[src/hw/pwsu_pkg.sv]
// constants and types for the pwm synchronization and update control block
package pwsu_pkg;
  // ------------------------------------------------------------
  // register map
  // ------------------------------------------------------------
  localparam logic [7:0] ADDR_SYNC_CTRL = 8'h1b;
  localparam logic [7:0] ADDR_PRESET = 8'h1c;
  // block's own registers
  localparam logic [7:0] ADDR_MODE = 8'h1d;
  localparam logic [7:0] ADDR_MASK = 8'h1e;
  localparam logic [7:0] ADDR_STATUS = 8'h1f;
  localparam logic [7:0] ADDR_PERIOD = 8'h20;
  localparam logic [7:0] ADDR_START = 8'h21;
  localparam logic [7:0] ADDR_MATCH = 8'h22;
  // ------------------------------------------------------------
  // field positions
  // ------------------------------------------------------------
  localparam int BIT_SOFT = 7;
  localparam int BIT_HW2 = 6;
  localparam int BIT_HW1 = 5;
  localparam int BIT_HW0 = 4;
  localparam int BIT_MASKSEL = 3;
  localparam int BIT_RELOAD = 2;
  localparam int BIT_MAX = 1;
  localparam int BIT_MIN = 0;
  localparam int BIT_TYPEMODE = 3;
  localparam int BIT_PRESET_STB = 1;
  // ------------------------------------------------------------
  // reset values
  // ------------------------------------------------------------
  localparam logic [7:0] RST_SYNC_CTRL = 8'h00;
  localparam logic [7:0] RST_PRESET = 8'h00;
  localparam logic [7:0] RST_MASK = 8'h00;
  localparam logic [7:0] RST_PERIOD = 8'hff;
  localparam logic [7:0] RST_START = 8'h00;
  localparam logic [7:0] RST_MATCH = 8'h00;
  localparam int NUM_TRIG = 3;
  localparam int NUM_CH = 8;

  // pending boundary load state
  typedef enum logic [1:0] {
    PWSU_IDLE = 2'b01,
    PWSU_ARMED = 2'b10
  } pwsu_load_e;
endpackage : pwsu_pkg

[src/hw/pwsu_trig_if.sv]
// trigger carrier between the edge detector and the control logic
`timescale 1ns/1ps
interface pwsu_trig_if;
  logic [2:0] rawTrig;
  logic [2:0] trigRise;
  modport det (input rawTrig, output trigRise);
  modport ctl (output rawTrig, input trigRise);
endinterface : pwsu_trig_if

[src/hw/pwsu_edge_detect.sv]
// synchronising rising edge detector for the hardware triggers
`timescale 1ns/1ps
module pwsu_edge_detect
  import pwsu_pkg::*;
(
  input wire logic clk, // system clock
  input wire logic sys_rst, // async reset, active high
  input wire logic clkEn, // freezes state when low
  pwsu_trig_if.det trig // raw in, rise pulses out
);
  logic [2:0] meta_reg;
  logic [2:0] sync_reg;
  logic [2:0] prev_reg;

  // two flops before any logic looks at the pins
  always_ff @(posedge clk or posedge sys_rst) begin
    if (sys_rst) begin
      meta_reg <= 3'h0;
      sync_reg <= 3'h0;
    end else if (clkEn) begin
      meta_reg <= trig.rawTrig;
      sync_reg <= meta_reg;
    end
  end

  always_ff @(posedge clk or posedge sys_rst) begin
    if (sys_rst) begin
      prev_reg <= 3'h0;
    end else if (clkEn) begin
      prev_reg <= sync_reg;
    end
  end

  assign trig.trigRise = clkEn ? (sync_reg & ~prev_reg) : 3'h0;
endmodule : pwsu_edge_detect

[src/hw/pwsu_sync_ctrl.sv]
// pwm synchronization and buffered update control
//
// Strobed register access was decided locally.
`timescale 1ns/1ps
module pwsu_sync_ctrl
  import pwsu_pkg::*;
(
  input wire logic clk, // system clock, 200 mhz
  input wire logic sys_rst, // async reset, active high
  input wire logic clkEn, // freezes all state when low
  input wire logic [7:0] regAddr, // register byte address
  input wire logic [7:0] regWdata, // write data
  input wire logic regWr, // write strobe
  input wire logic regRd, // read strobe
  output logic [7:0] regRdata, // read data, cycle after strobe
  input wire logic [2:0] hwTrig, // hardware trigger pins
  input wire logic [7:0] counterVal, // timer counter value
  output logic counterReload, // pulse: load counter start value
  output logic [7:0] periodValue, // active period
  output logic [7:0] counterStartValue, // active start value
  output logic [7:0] channelMatchValue, // active match value
  output logic [7:0] channelMaskReg, // active channel masks
  output logic [7:0] chanForce, // 1: channel held inactive
  output logic presetLoad, // pulse: force outputs to preset
  output logic [7:0] presetLevel // preset levels
);
  // ------------------------------------------------------------
  // storage
  // ------------------------------------------------------------
  logic [7:0] syncCtrl_reg;
  logic [7:0] preset_reg;
  logic typeMode_reg;
  logic [7:0] maskBuf_reg;
  logic [7:0] mask_reg;
  logic [7:0] periodBuf_reg;
  logic [7:0] startBuf_reg;
  logic [7:0] matchBuf_reg;
  logic [7:0] period_reg;
  logic [7:0] start_reg;
  logic [7:0] match_reg;
  logic softPend_reg;
  logic presetLoad_reg;
  logic reload_reg;
  logic [7:0] rdata_reg;
  logic [7:0] rdataNext;
  logic syncSeen_reg;
  pwsu_load_e load_reg;
  pwsu_load_e loadNext;

  // ------------------------------------------------------------
  // trigger detection
  // ------------------------------------------------------------
  pwsu_trig_if trigBus ();
  assign trigBus.rawTrig = hwTrig;

  pwsu_edge_detect uEdge (
    .clk(clk),
    .sys_rst(sys_rst),
    .clkEn(clkEn),
    .trig(trigBus)
  );

  function automatic logic wr_hit(input logic [7:0] a);
    wr_hit = clkEn && regWr && (regAddr == a);
  endfunction : wr_hit

  logic softFire;
  logic hwFire;
  logic valueSync;
  logic maskCntSync;
  logic atMax;
  logic atMin;

  // software trigger taken from the written one
  assign softFire = softPend_reg & syncCtrl_reg[BIT_SOFT];
  assign hwFire = |(trigBus.trigRise & syncCtrl_reg[BIT_HW2:BIT_HW0]);
  // mode decides which kind serves which
  // event is or of selected sources
  assign valueSync = softFire | (hwFire & ~typeMode_reg);
  assign maskCntSync = hwFire | (softFire & ~typeMode_reg);

  assign atMax = (counterVal == period_reg);
  assign atMin = (counterVal == start_reg);

  // ------------------------------------------------------------
  // register writes
  // ------------------------------------------------------------
  // control and preset decode
  always_ff @(posedge clk or posedge sys_rst) begin
    if (sys_rst) begin
      syncCtrl_reg <= RST_SYNC_CTRL;
    end else if (wr_hit(ADDR_SYNC_CTRL)) begin
      syncCtrl_reg <= regWdata;
    end else if (clkEn && softFire) begin
      // software select drops once its trigger is used
      syncCtrl_reg[BIT_SOFT] <= 1'b0;
    end
  end

  // a written one arms the software trigger
  always_ff @(posedge clk or posedge sys_rst) begin
    if (sys_rst) begin
      softPend_reg <= 1'b0;
    end else if (clkEn) begin
      softPend_reg <= wr_hit(ADDR_SYNC_CTRL) && regWdata[BIT_SOFT];
    end
  end

  always_ff @(posedge clk or posedge sys_rst) begin
    if (sys_rst) begin
      preset_reg <= RST_PRESET;
    end else if (wr_hit(ADDR_PRESET)) begin
      preset_reg <= regWdata;
    end
  end

  always_ff @(posedge clk or posedge sys_rst) begin
    if (sys_rst) begin
      typeMode_reg <= 1'b0;
    end else if (wr_hit(ADDR_MODE)) begin
      typeMode_reg <= regWdata[BIT_TYPEMODE];
    end
  end

  // strobe is a pulse, never stored
  always_ff @(posedge clk or posedge sys_rst) begin
    if (sys_rst) begin
      presetLoad_reg <= 1'b0;
    end else if (clkEn) begin
      presetLoad_reg <= wr_hit(ADDR_MODE) && regWdata[BIT_PRESET_STB];
    end
  end

  always_ff @(posedge clk or posedge sys_rst) begin
    if (sys_rst) begin
      maskBuf_reg <= RST_MASK;
      periodBuf_reg <= RST_PERIOD;
      startBuf_reg <= RST_START;
      matchBuf_reg <= RST_MATCH;
    end else if (clkEn && regWr) begin
      if (regAddr == ADDR_MASK) begin
        maskBuf_reg <= regWdata;
      end
      if (regAddr == ADDR_PERIOD) begin
        periodBuf_reg <= regWdata;
      end
      if (regAddr == ADDR_START) begin
        startBuf_reg <= regWdata;
      end
      if (regAddr == ADDR_MATCH) begin
        matchBuf_reg <= regWdata;
      end
    end
  end

  // ------------------------------------------------------------
  // channel mask update
  // ------------------------------------------------------------
  always_ff @(posedge clk or posedge sys_rst) begin
    if (sys_rst) begin
      mask_reg <= RST_MASK;
    end else if (clkEn) begin
      if (!syncCtrl_reg[BIT_MASKSEL]) begin
        mask_reg <= maskBuf_reg;
      end else if (maskCntSync) begin
        mask_reg <= maskBuf_reg;
      end
    end
  end

  // ------------------------------------------------------------
  // counter reload
  // ------------------------------------------------------------
  // reload pulse on selected trigger
  always_ff @(posedge clk or posedge sys_rst) begin
    if (sys_rst) begin
      reload_reg <= 1'b0;
    end else if (clkEn) begin
      reload_reg <= maskCntSync & syncCtrl_reg[BIT_RELOAD];
    end
  end

  // ------------------------------------------------------------
  // boundary loads
  // ------------------------------------------------------------
  // without a boundary selected values load at the event itself
  always_comb begin
    loadNext = load_reg;
    case (load_reg)
      PWSU_IDLE: begin
        if (valueSync && (syncCtrl_reg[BIT_MAX] || syncCtrl_reg[BIT_MIN])) begin
          loadNext = PWSU_ARMED;
        end
      end
      PWSU_ARMED: begin
        if ((syncCtrl_reg[BIT_MAX] && atMax) ||
            (syncCtrl_reg[BIT_MIN] && atMin) ||
            !(syncCtrl_reg[BIT_MAX] || syncCtrl_reg[BIT_MIN])) begin
          loadNext = PWSU_IDLE;
        end
      end
      default: begin
        loadNext = PWSU_IDLE;
      end
    endcase
  end

  always_ff @(posedge clk or posedge sys_rst) begin
    if (sys_rst) begin
      load_reg <= PWSU_IDLE;
    end else if (clkEn) begin
      load_reg <= loadNext;
    end
  end

  logic maxLoad;
  logic minLoad;
  logic directLoad;
  assign maxLoad = (load_reg == PWSU_ARMED) && syncCtrl_reg[BIT_MAX]
                   && atMax;
  assign minLoad = (load_reg == PWSU_ARMED) && syncCtrl_reg[BIT_MIN]
                   && atMin;
  assign directLoad = valueSync && !syncCtrl_reg[BIT_MAX]
                      && !syncCtrl_reg[BIT_MIN];

  always_ff @(posedge clk or posedge sys_rst) begin
    if (sys_rst) begin
      period_reg <= RST_PERIOD;
      match_reg <= RST_MATCH;
    end else if (clkEn && (maxLoad || minLoad || directLoad)) begin
      period_reg <= periodBuf_reg;
      match_reg <= matchBuf_reg;
    end
  end

  // start value only on max or direct load
  always_ff @(posedge clk or posedge sys_rst) begin
    if (sys_rst) begin
      start_reg <= RST_START;
    end else if (clkEn && (maxLoad || directLoad)) begin
      start_reg <= startBuf_reg;
    end
  end

  always_ff @(posedge clk or posedge sys_rst) begin
    if (sys_rst) begin
      syncSeen_reg <= 1'b0;
    end else if (clkEn && (valueSync || maskCntSync)) begin
      syncSeen_reg <= 1'b1;
    end else if (clkEn && regRd && regAddr == ADDR_STATUS) begin
      syncSeen_reg <= 1'b0;
    end
  end

  // ------------------------------------------------------------
  // read back
  // ------------------------------------------------------------
  always_comb begin
    case (regAddr)
      ADDR_SYNC_CTRL: rdataNext = syncCtrl_reg;
      ADDR_PRESET: rdataNext = preset_reg;
      ADDR_MODE: rdataNext = {4'h0, typeMode_reg, 3'h0};
      ADDR_MASK: rdataNext = mask_reg;
      ADDR_STATUS: rdataNext = {6'h00, load_reg == PWSU_ARMED,
                                syncSeen_reg};
      ADDR_PERIOD: rdataNext = period_reg;
      ADDR_START: rdataNext = start_reg;
      ADDR_MATCH: rdataNext = match_reg;
      default: rdataNext = 8'h00;
    endcase
  end

  always_ff @(posedge clk or posedge sys_rst) begin
    if (sys_rst) begin
      rdata_reg <= 8'h00;
    end else if (clkEn) begin
      rdata_reg <= regRd ? rdataNext : 8'h00;
    end
  end

  // ------------------------------------------------------------
  // outputs
  // ------------------------------------------------------------
  assign regRdata = rdata_reg;
  assign counterReload = reload_reg;
  assign periodValue = period_reg;
  assign counterStartValue = start_reg;
  assign channelMatchValue = match_reg;
  assign channelMaskReg = mask_reg;
  assign chanForce = mask_reg;
  assign presetLoad = presetLoad_reg;
  assign presetLevel = preset_reg;
endmodule : pwsu_sync_ctrl

[config.mk]
export PLATFORM = sky130hd
export DESIGN_NAME = pwsu_sync_ctrl
export DESIGN_NICKNAME = d
export VERILOG_FILES = /design/src/hw/pwsu_pkg.sv /design/src/hw/pwsu_trig_if.sv /design/src/hw/pwsu_edge_detect.sv /design/src/hw/pwsu_sync_ctrl.sv
export SDC_FILE = /design/constraint.sdc
export NUM_CORES = 1
export LEC_CHECK = 0
export BUFFER_PORTS_ARGS = -buffer_cell sky130_fd_sc_hd__buf_4
export CAP_MARGIN = 40
export CELL_PAD_IN_SITES_DETAIL_PLACEMENT = 2
export CELL_PAD_IN_SITES_GLOBAL_PLACEMENT = 2
export CORE_ASPECT_RATIO = 1.4
export CORE_UTILIZATION = 34
export CTS_CLUSTER_SIZE = 8
export DETAILED_ROUTE_END_ITERATION = 10
export PLACE_DENSITY = 0.75
export SETUP_SLACK_MARGIN = 0.5
export SKIP_CTS_REPAIR_TIMING = 1
export SLEW_MARGIN = 20
export SYNTH_ARGS = -nofsm -noshare
export SYNTH_HDL_FRONTEND = slang
export SYNTH_HIERARCHICAL = 1
export SYNTH_SLANG_ARGS = --single-unit
[constraint.sdc]
create_clock -name clk -period 2.9 [get_ports clk]
set_input_delay 0.58 -clock clk [delete_from_list [all_inputs] [get_ports clk]]
set_output_delay 0.58 -clock clk [all_outputs]
set_load 0.02 [all_outputs]
==> After elaboration in Yosys (flattened, before gate mapping) <==
Cells that the tools add are included.
{ "op_classes": {"eq_ne": 15, "muxes": 12, "bitwise_logic": 10, "n_reduce_logical": 40} }
{ "op_table": {"columns": ["cell", "n"], "rows": [
  ["one-hot mux 8 bit (8 select lines)", 1],
  ["equality test 8 x 5 -> 1 bit (second input constant)", 5],
  ["equality test 8 x 6 -> 1 bit (second input constant)", 3],
  ["2-to-1 mux 8 bit", 3],
  ["logical AND 1 bit", 21],
  ["equality test 8 bit", 2],
  ["AND reduction 2 bit", 5],
  ["logical OR 1 bit", 7],
  ["bitwise AND 3 bit", 2],
  ["bitwise AND 1 bit", 4],
  ["2-to-1 mux 1 bit", 4],
  ["2-to-1 mux 2 bit", 2],
  ["!= test 2 bit (second input constant)", 2],
  ["one-hot mux 2 bit (2 select lines)", 1],
  ["nonzero test 2 bit", 2],
  ["zero test 1 bit", 3],
  ["2-to-1 mux 3 bit", 1],
  ["inverter 3 bit", 1],
  ["AND reduction 3 bit", 1],
  ["OR reduction 3 bit", 1],
  ["equality test 2 x 1 -> 1 bit (second input constant)", 1],
  ["equality test 2 bit (second input constant)", 1],
  ["!= test 2 x 1 -> 1 bit (second input constant)", 1],
  ["OR 1 bit", 2],
  ["inverter 1 bit", 1]
]} }
{ "word_totals": {"reg_bits": 104, "inputBits": 32, "output_inout_bits": 58} }

==> Depth between registers and ports, before layout <==
{ "depth": {"depth_word": 11, "depth_mapped": 8} }

==> Modules after synthesis <==
The synthesis kept the hierarchy.
{ "modules_own_cells": {"columns": ["mod", "n_inst", "cells_per_inst", "area_per_inst_um2", "seq_area_each_um2"], "rows": [
  ["pwsu_sync_ctrl", 1, 353, 4523.1, 2398.6],
  ["pwsu_edge_detect", 1, 23, 397.9, 225.2]
]} }

==> Worst setup path after synthesis <==
No wires, ideal clock.
{ "synth_path": {"path_kind": "input port to flip-flop", "startpoint": "in clkEn", "endpoint": "reg match_reg[0], in the netlist channelMatchValue[0]", "setup_ns": 0.125, "arrival_ns": 2.531, "required_time_ns": 2.775, "setup_slack_ns": 0.244, "stages": 8, "n_path_buf": 2, "cell_sequence": "buf_6 and3b_2 a222oi_1 o21ai_0 and3_1 a311oi_4 buf_6 mux2_2"} }
{ "synth_via": {"elab_chain_cells": 9} }
{ "synth_lines": {"columns": ["element", "line_no", "source"], "rows": [
  ["start, declared", "pwsu_sync_ctrl.sv:10", "input wire logic clkEn,"],
  ["2-to-1 mux 3 bit", "pwsu_edge_detect.sv:34", "assign trig.trigRise = clkEn ? (sync_reg & ~prev_reg) : 3'h0;"],
  ["net trigBus.trigRise[0]", "pwsu_trig_if.sv:5", "logic [2:0] trigRise;"],
  ["bitwise AND 3 bit", "pwsu_sync_ctrl.sv:76", "assign hwFire = |(trigBus.trigRise & syncCtrl_reg[BIT_HW2:BIT_HW0]);"],
  ["OR reduction 3 bit", "pwsu_sync_ctrl.sv:76", null],
  ["bitwise AND 1 bit", "pwsu_sync_ctrl.sv:79", "assign valueSync = softFire | (hwFire & ~typeMode_reg);"],
  ["OR 1 bit", "pwsu_sync_ctrl.sv:79", null],
  ["logical AND 1 bit", "pwsu_sync_ctrl.sv:223", "assign directLoad = valueSync && !syncCtrl_reg[BIT_MAX]"],
  ["logical AND 1 bit", "pwsu_sync_ctrl.sv:224", "&& !syncCtrl_reg[BIT_MIN];"],
  ["logical OR 1 bit", "pwsu_sync_ctrl.sv:230", "end else if (clkEn && (maxLoad || minLoad || directLoad)) begin"],
  ["logical AND 1 bit", "pwsu_sync_ctrl.sv:230", null],
  ["end signal, assigned", "pwsu_sync_ctrl.sv:232", "match_reg <= matchBuf_reg;"],
  ["end, declared", "pwsu_sync_ctrl.sv:40", "logic [7:0] match_reg;"]
]} }
The timed path passes the listed nets, and every way through them passes these cells.
A chain may end at the register's enable or synchronous reset.

==> Worst setup path after layout <==
{ "layout_path": {"startpoint": "reg uEdge.sync_reg[0]", "endpoint": "reg match_reg[6], in the netlist channelMatchValue[6]"} }
{ "layout_via": {"elab_chain_cells": 10} }
{ "layout_lines": {"columns": ["element", "line_no", "source"], "rows": [
  ["start, declared", "pwsu_edge_detect.sv:12", "logic [2:0] sync_reg;"],
  ["start signal, assigned", "pwsu_edge_detect.sv:22", "sync_reg <= meta_reg;"],
  ["bitwise AND 3 bit", "pwsu_edge_detect.sv:34", null],
  ["2-to-1 mux 3 bit", "pwsu_edge_detect.sv:34", null],
  ["net trigBus.trigRise[0]", "pwsu_trig_if.sv:5", null],
  ["bitwise AND 3 bit", "pwsu_sync_ctrl.sv:76", null],
  ["OR reduction 3 bit", "pwsu_sync_ctrl.sv:76", null],
  ["bitwise AND 1 bit", "pwsu_sync_ctrl.sv:79", null],
  ["OR 1 bit", "pwsu_sync_ctrl.sv:79", null],
  ["logical AND 1 bit", "pwsu_sync_ctrl.sv:223", null],
  ["logical AND 1 bit", "pwsu_sync_ctrl.sv:224", null],
  ["logical OR 1 bit", "pwsu_sync_ctrl.sv:230", null],
  ["logical AND 1 bit", "pwsu_sync_ctrl.sv:230", null]
]} }
The timed path passes the listed nets, and every way through them passes these cells.

==> flow_metrics.py <==
metrics = {
    "status": {
        "run_status": "complete, no violations",
    },
    "setup_path": {
        "cp.required_ns": 3.14,
        "crit_type": "register to register",
        "slowest_delay_ns": 0.43,
        "critical_path_cell_count": 7,
        "critPathArrivalTime_ns": 2.72,
        "rr_startpoint": "uEdge/sync_reg[0]",
        "crit_fanout": 8,
        "startpoint_type": "register",
        "worstPathCellList": "and3b_2, a222oi_1, o21ai_1, and3_4, a311oi_4, buf_6, mux2_4",
        "crit_buf_inv": 1,
        "cp_top_family": "compound AO/OA/AOI/OAI gates",
        "crit_slowest_cell": "a222oi_1",
        "startpoint": "uEdge/sync_reg[0]",
        "reg2regPathDepth": 7,
        "endpoint_kind": "register",
        "ff2ff_setup_slack_ns": 0.42,
        "r2r-end": "channelMatchValue[6]",
        "endpoint": "channelMatchValue[6]",
    },
    "global_routing": {
        "track_usage_pct": 20.8,
        "first_global_vias": 3742,
        "gr-total-overflow": 0,
        "grt_pass1_wl_um": 22900,
        "grt_max_degree": 96,
        "antenna_found_initial": 0,
    },
    "die": {
        "io_pins": 90,
        "rows": 51,
        "dieArea_sq_mm": 0.0150,
        "coreArea_sq_mm": 0.0140,
        "initial_core_util_pct": 35.1,
        "die_w_um": 104,
        "fp.dieH_um": 144,
    },
    "placed_design": {
        "hpwl_um": 11000,
        "place_congestion": 0.800,
        "io_buffers": 89,
    },
    "power_and_ir_drop": {
        "powerDensity_mw_per_mm2": 488,
        "internal_power_uw": 2240,
        "max-vdd-ir-drop_mv": 0.241,
        "clkPwrFrac_pct": 40.0,
        "swShare_pct": 25.2,
        "power.leakage_uw": 0.00297,
        "p_comb_share_pct": 8.8,
        "power_frac_seq_pct": 51.2,
        "p_switching_uw": 753,
    },
    "logic_synthesis": {
        "ys_warn_count": 6,
        "synth_edf_count": 0,
        "synthArstFlopShare_pct": 100,
        "ys_ff_latch": 104,
        "yosysSeqAreaShare_pct": 53.3,
        "syn_nets": 408,
        "syn_area_per_cell_sq_um": 13.1,
        "ys.flop_type": "dfrtp_1",
        "synth_cell_types": 48,
        "synthCells": 376,
        "syn_area_sq_mm": 0.00492,
    },
    "sta": {
        "worstMarginPinSlew_ns": 0.558,
        "setup_viol": 0,
        "finalMaxSlewViolations": 0,
        "fin_crit_ns": 2.48,
        "rsz0062_at_grt": "true",
        "layout_worst_path_cycle_share_pct": 85.5,
        "max_freq_mhz": 403,
        "relSlewSlack_pct": 62.5,
        "fin_setup_tns_ns": 0,
        "hold_viol": 0,
        "clock_skew_ns": 0.00796,
    },
    "hold_path": {
        "hold_path.class": "primary input to async pin",
    },
    "layout": {
        "drive_above_1_share_pct": 50.9,
        "final_nets": 497,
        "final_common_cell": "buf_4",
        "antenna_cells": 0,
        "final_util_pct": 43.6,
        "syn2layout_area_growth_pct": 24.4,
        "mostFrequentLayoutCells": "buf_4 (100), dfrtp_1 (87), mux2_2 (67)",
    },
    "clock_network": {
        "clk_pin_slew_worst_paths_ns": 0.07,
        "htree_levels": 3,
        "clockBufferDepth": 2,
        "clock-root-buffer": "clkbuf_16",
        "cts_made_buffers": 9,
        "clk_latency_ns": 0.35,
        "cts_tree": "built",
        "clock-sinks": 104,
    },
    "drt": {
        "routed_wl_um": 14900,
        "firstDrtPassIters": 4,
        "drcViolationCount": 0,
        "num_vias": 3426,
        "drtAntennaViolNets": 0,
        "viasPerCell": 5.23,
        "avgRoutedWirePerCell_um": 22.8,
        "drt_iter0_markers": 132,
    },
    "flow_run": {
        "drv_cap": 0,
    },
}
==> layer usage <==
layer / part of all wire [%] / vias up / routed length, um / global-route usage (%)
li1: - / 1536 / - / -
met1: 42 / 1798 / 6260 / 25.0
met2: 53 / 75 / 7900 / 37.7
met3: 2.7 / 17 / 407 / 2.97
met4: 2.4 / 0 / 356 / 7.82
met5: 0 / - / 0 / 0
==> per-stage QoR <==
step                setup WS [ns]  total power, uW  std cells  cell area [sq um]  hold WS [ns]
finish                      0.419             2990        655               6120         0.218
global route                0.364             3100        655               6120         0.223
CTS                         0.320             3010        653               6060         0.209
detailed placement         0.0739             1820        637               5780         0.488
global placement            0.121             1810        637               5780         0.482
floorplan                   0.256             1700        376               4940         0.408
==> power by group through the flow <==
stage	clock, uW	sequential (uW)	combinational [uW]
floorplan	0	1550	144
global placement	0	1560	251
CTS	1220	1530	262
global route	1280	1540	282
finish	1200	1530	262
detailed placement	0	1560	261
==> Yosys cell counts (7+ instances only) <==
cell / count / share of area (%)
dfrtp_1: 87 / 44
mux2_2: 78 / 18
dfstp_2: 17 / 9.1
inv_1: 16 / 1.2
nand2_1: 16 / 1.2
mux2_4: 15 / 4.6
mux2i_1: 11 / 2.2
o21ai_0: 11 / 1.1
o22ai_1: 10 / 1.3
buf_4: 9 / 1.4
nand3_1: 9 / 0.92
xor2_1: 9 / 1.6
clkbuf_1: 8 / 0.61
a22oi_1: 7 / 1.1
nor2_1: 7 / 0.53
o32ai_1: 7 / 1.2
xnor2_1: 7 / 1.2
==> cell families (layout without fill, tap and decap cells) <==
logic type / count (synthesis) / count (layout) / synth area share (%)
buffers and inverters: 41 / 135 / 4.47
multiplexers: 104 / 104 / 24.7
XOR/XNOR: 16 / 16 / 2.85
AND/OR/NAND/NOR: 64 / 64 / 7.86
flip-flops: 104 / 104 / 53.3
AO/OA/AOI/OAI: 47 / 47 / 6.84
==> how the worst min path moves through the flow <==
| stage | start | to | slack (ns) | cells past startpoint |
|---|---|---|---|---|
| 2_1_floorplan | sys_rst | uEdge/meta_reg[0] | 0.41 | 1 |
| 5_1_grt | sys_rst | uEdge/meta_reg[1] | 0.22 | 2 |
| 4_1_cts | sys_rst | uEdge/sync_reg[0] | 0.21 | 2 |
| 3_5_place_dp | uEdge/prev_reg[1] | uEdge/prev_reg[1] | 0.49 | 1 |
| 6_report | sys_rst | uEdge/sync_reg[0] | 0.22 | 2 |
| 3_3_place_gp | maskBuf_reg[5] | chanForce[5] | 0.48 | 1 |
==> worst register-to-register path, cell delays in order (launching register included) <==
cell,delay (ns)
dfrtp_1,0.41
and3b_2,0.20
a222oi_1,0.43
o21ai_1,0.22
and3_4,0.24
a311oi_4,0.33
buf_6,0.22
mux2_4,0.31
==> final cells by class <==
| class | instances | area [sq um] |
|---|---|---|
| clock buffer | 10 | 239 |
| clock inverter | 6 | 47.5 |
| fill | 1434 | 7920 |
| inverter | 16 | 63.8 |
| multi-input combinational | 231 | 2120 |
| sequential | 104 | 2620 |
| tap | 185 | 231 |
| timing repair buffer | 103 | 793 |
Power figures use the tool's default switching activity.
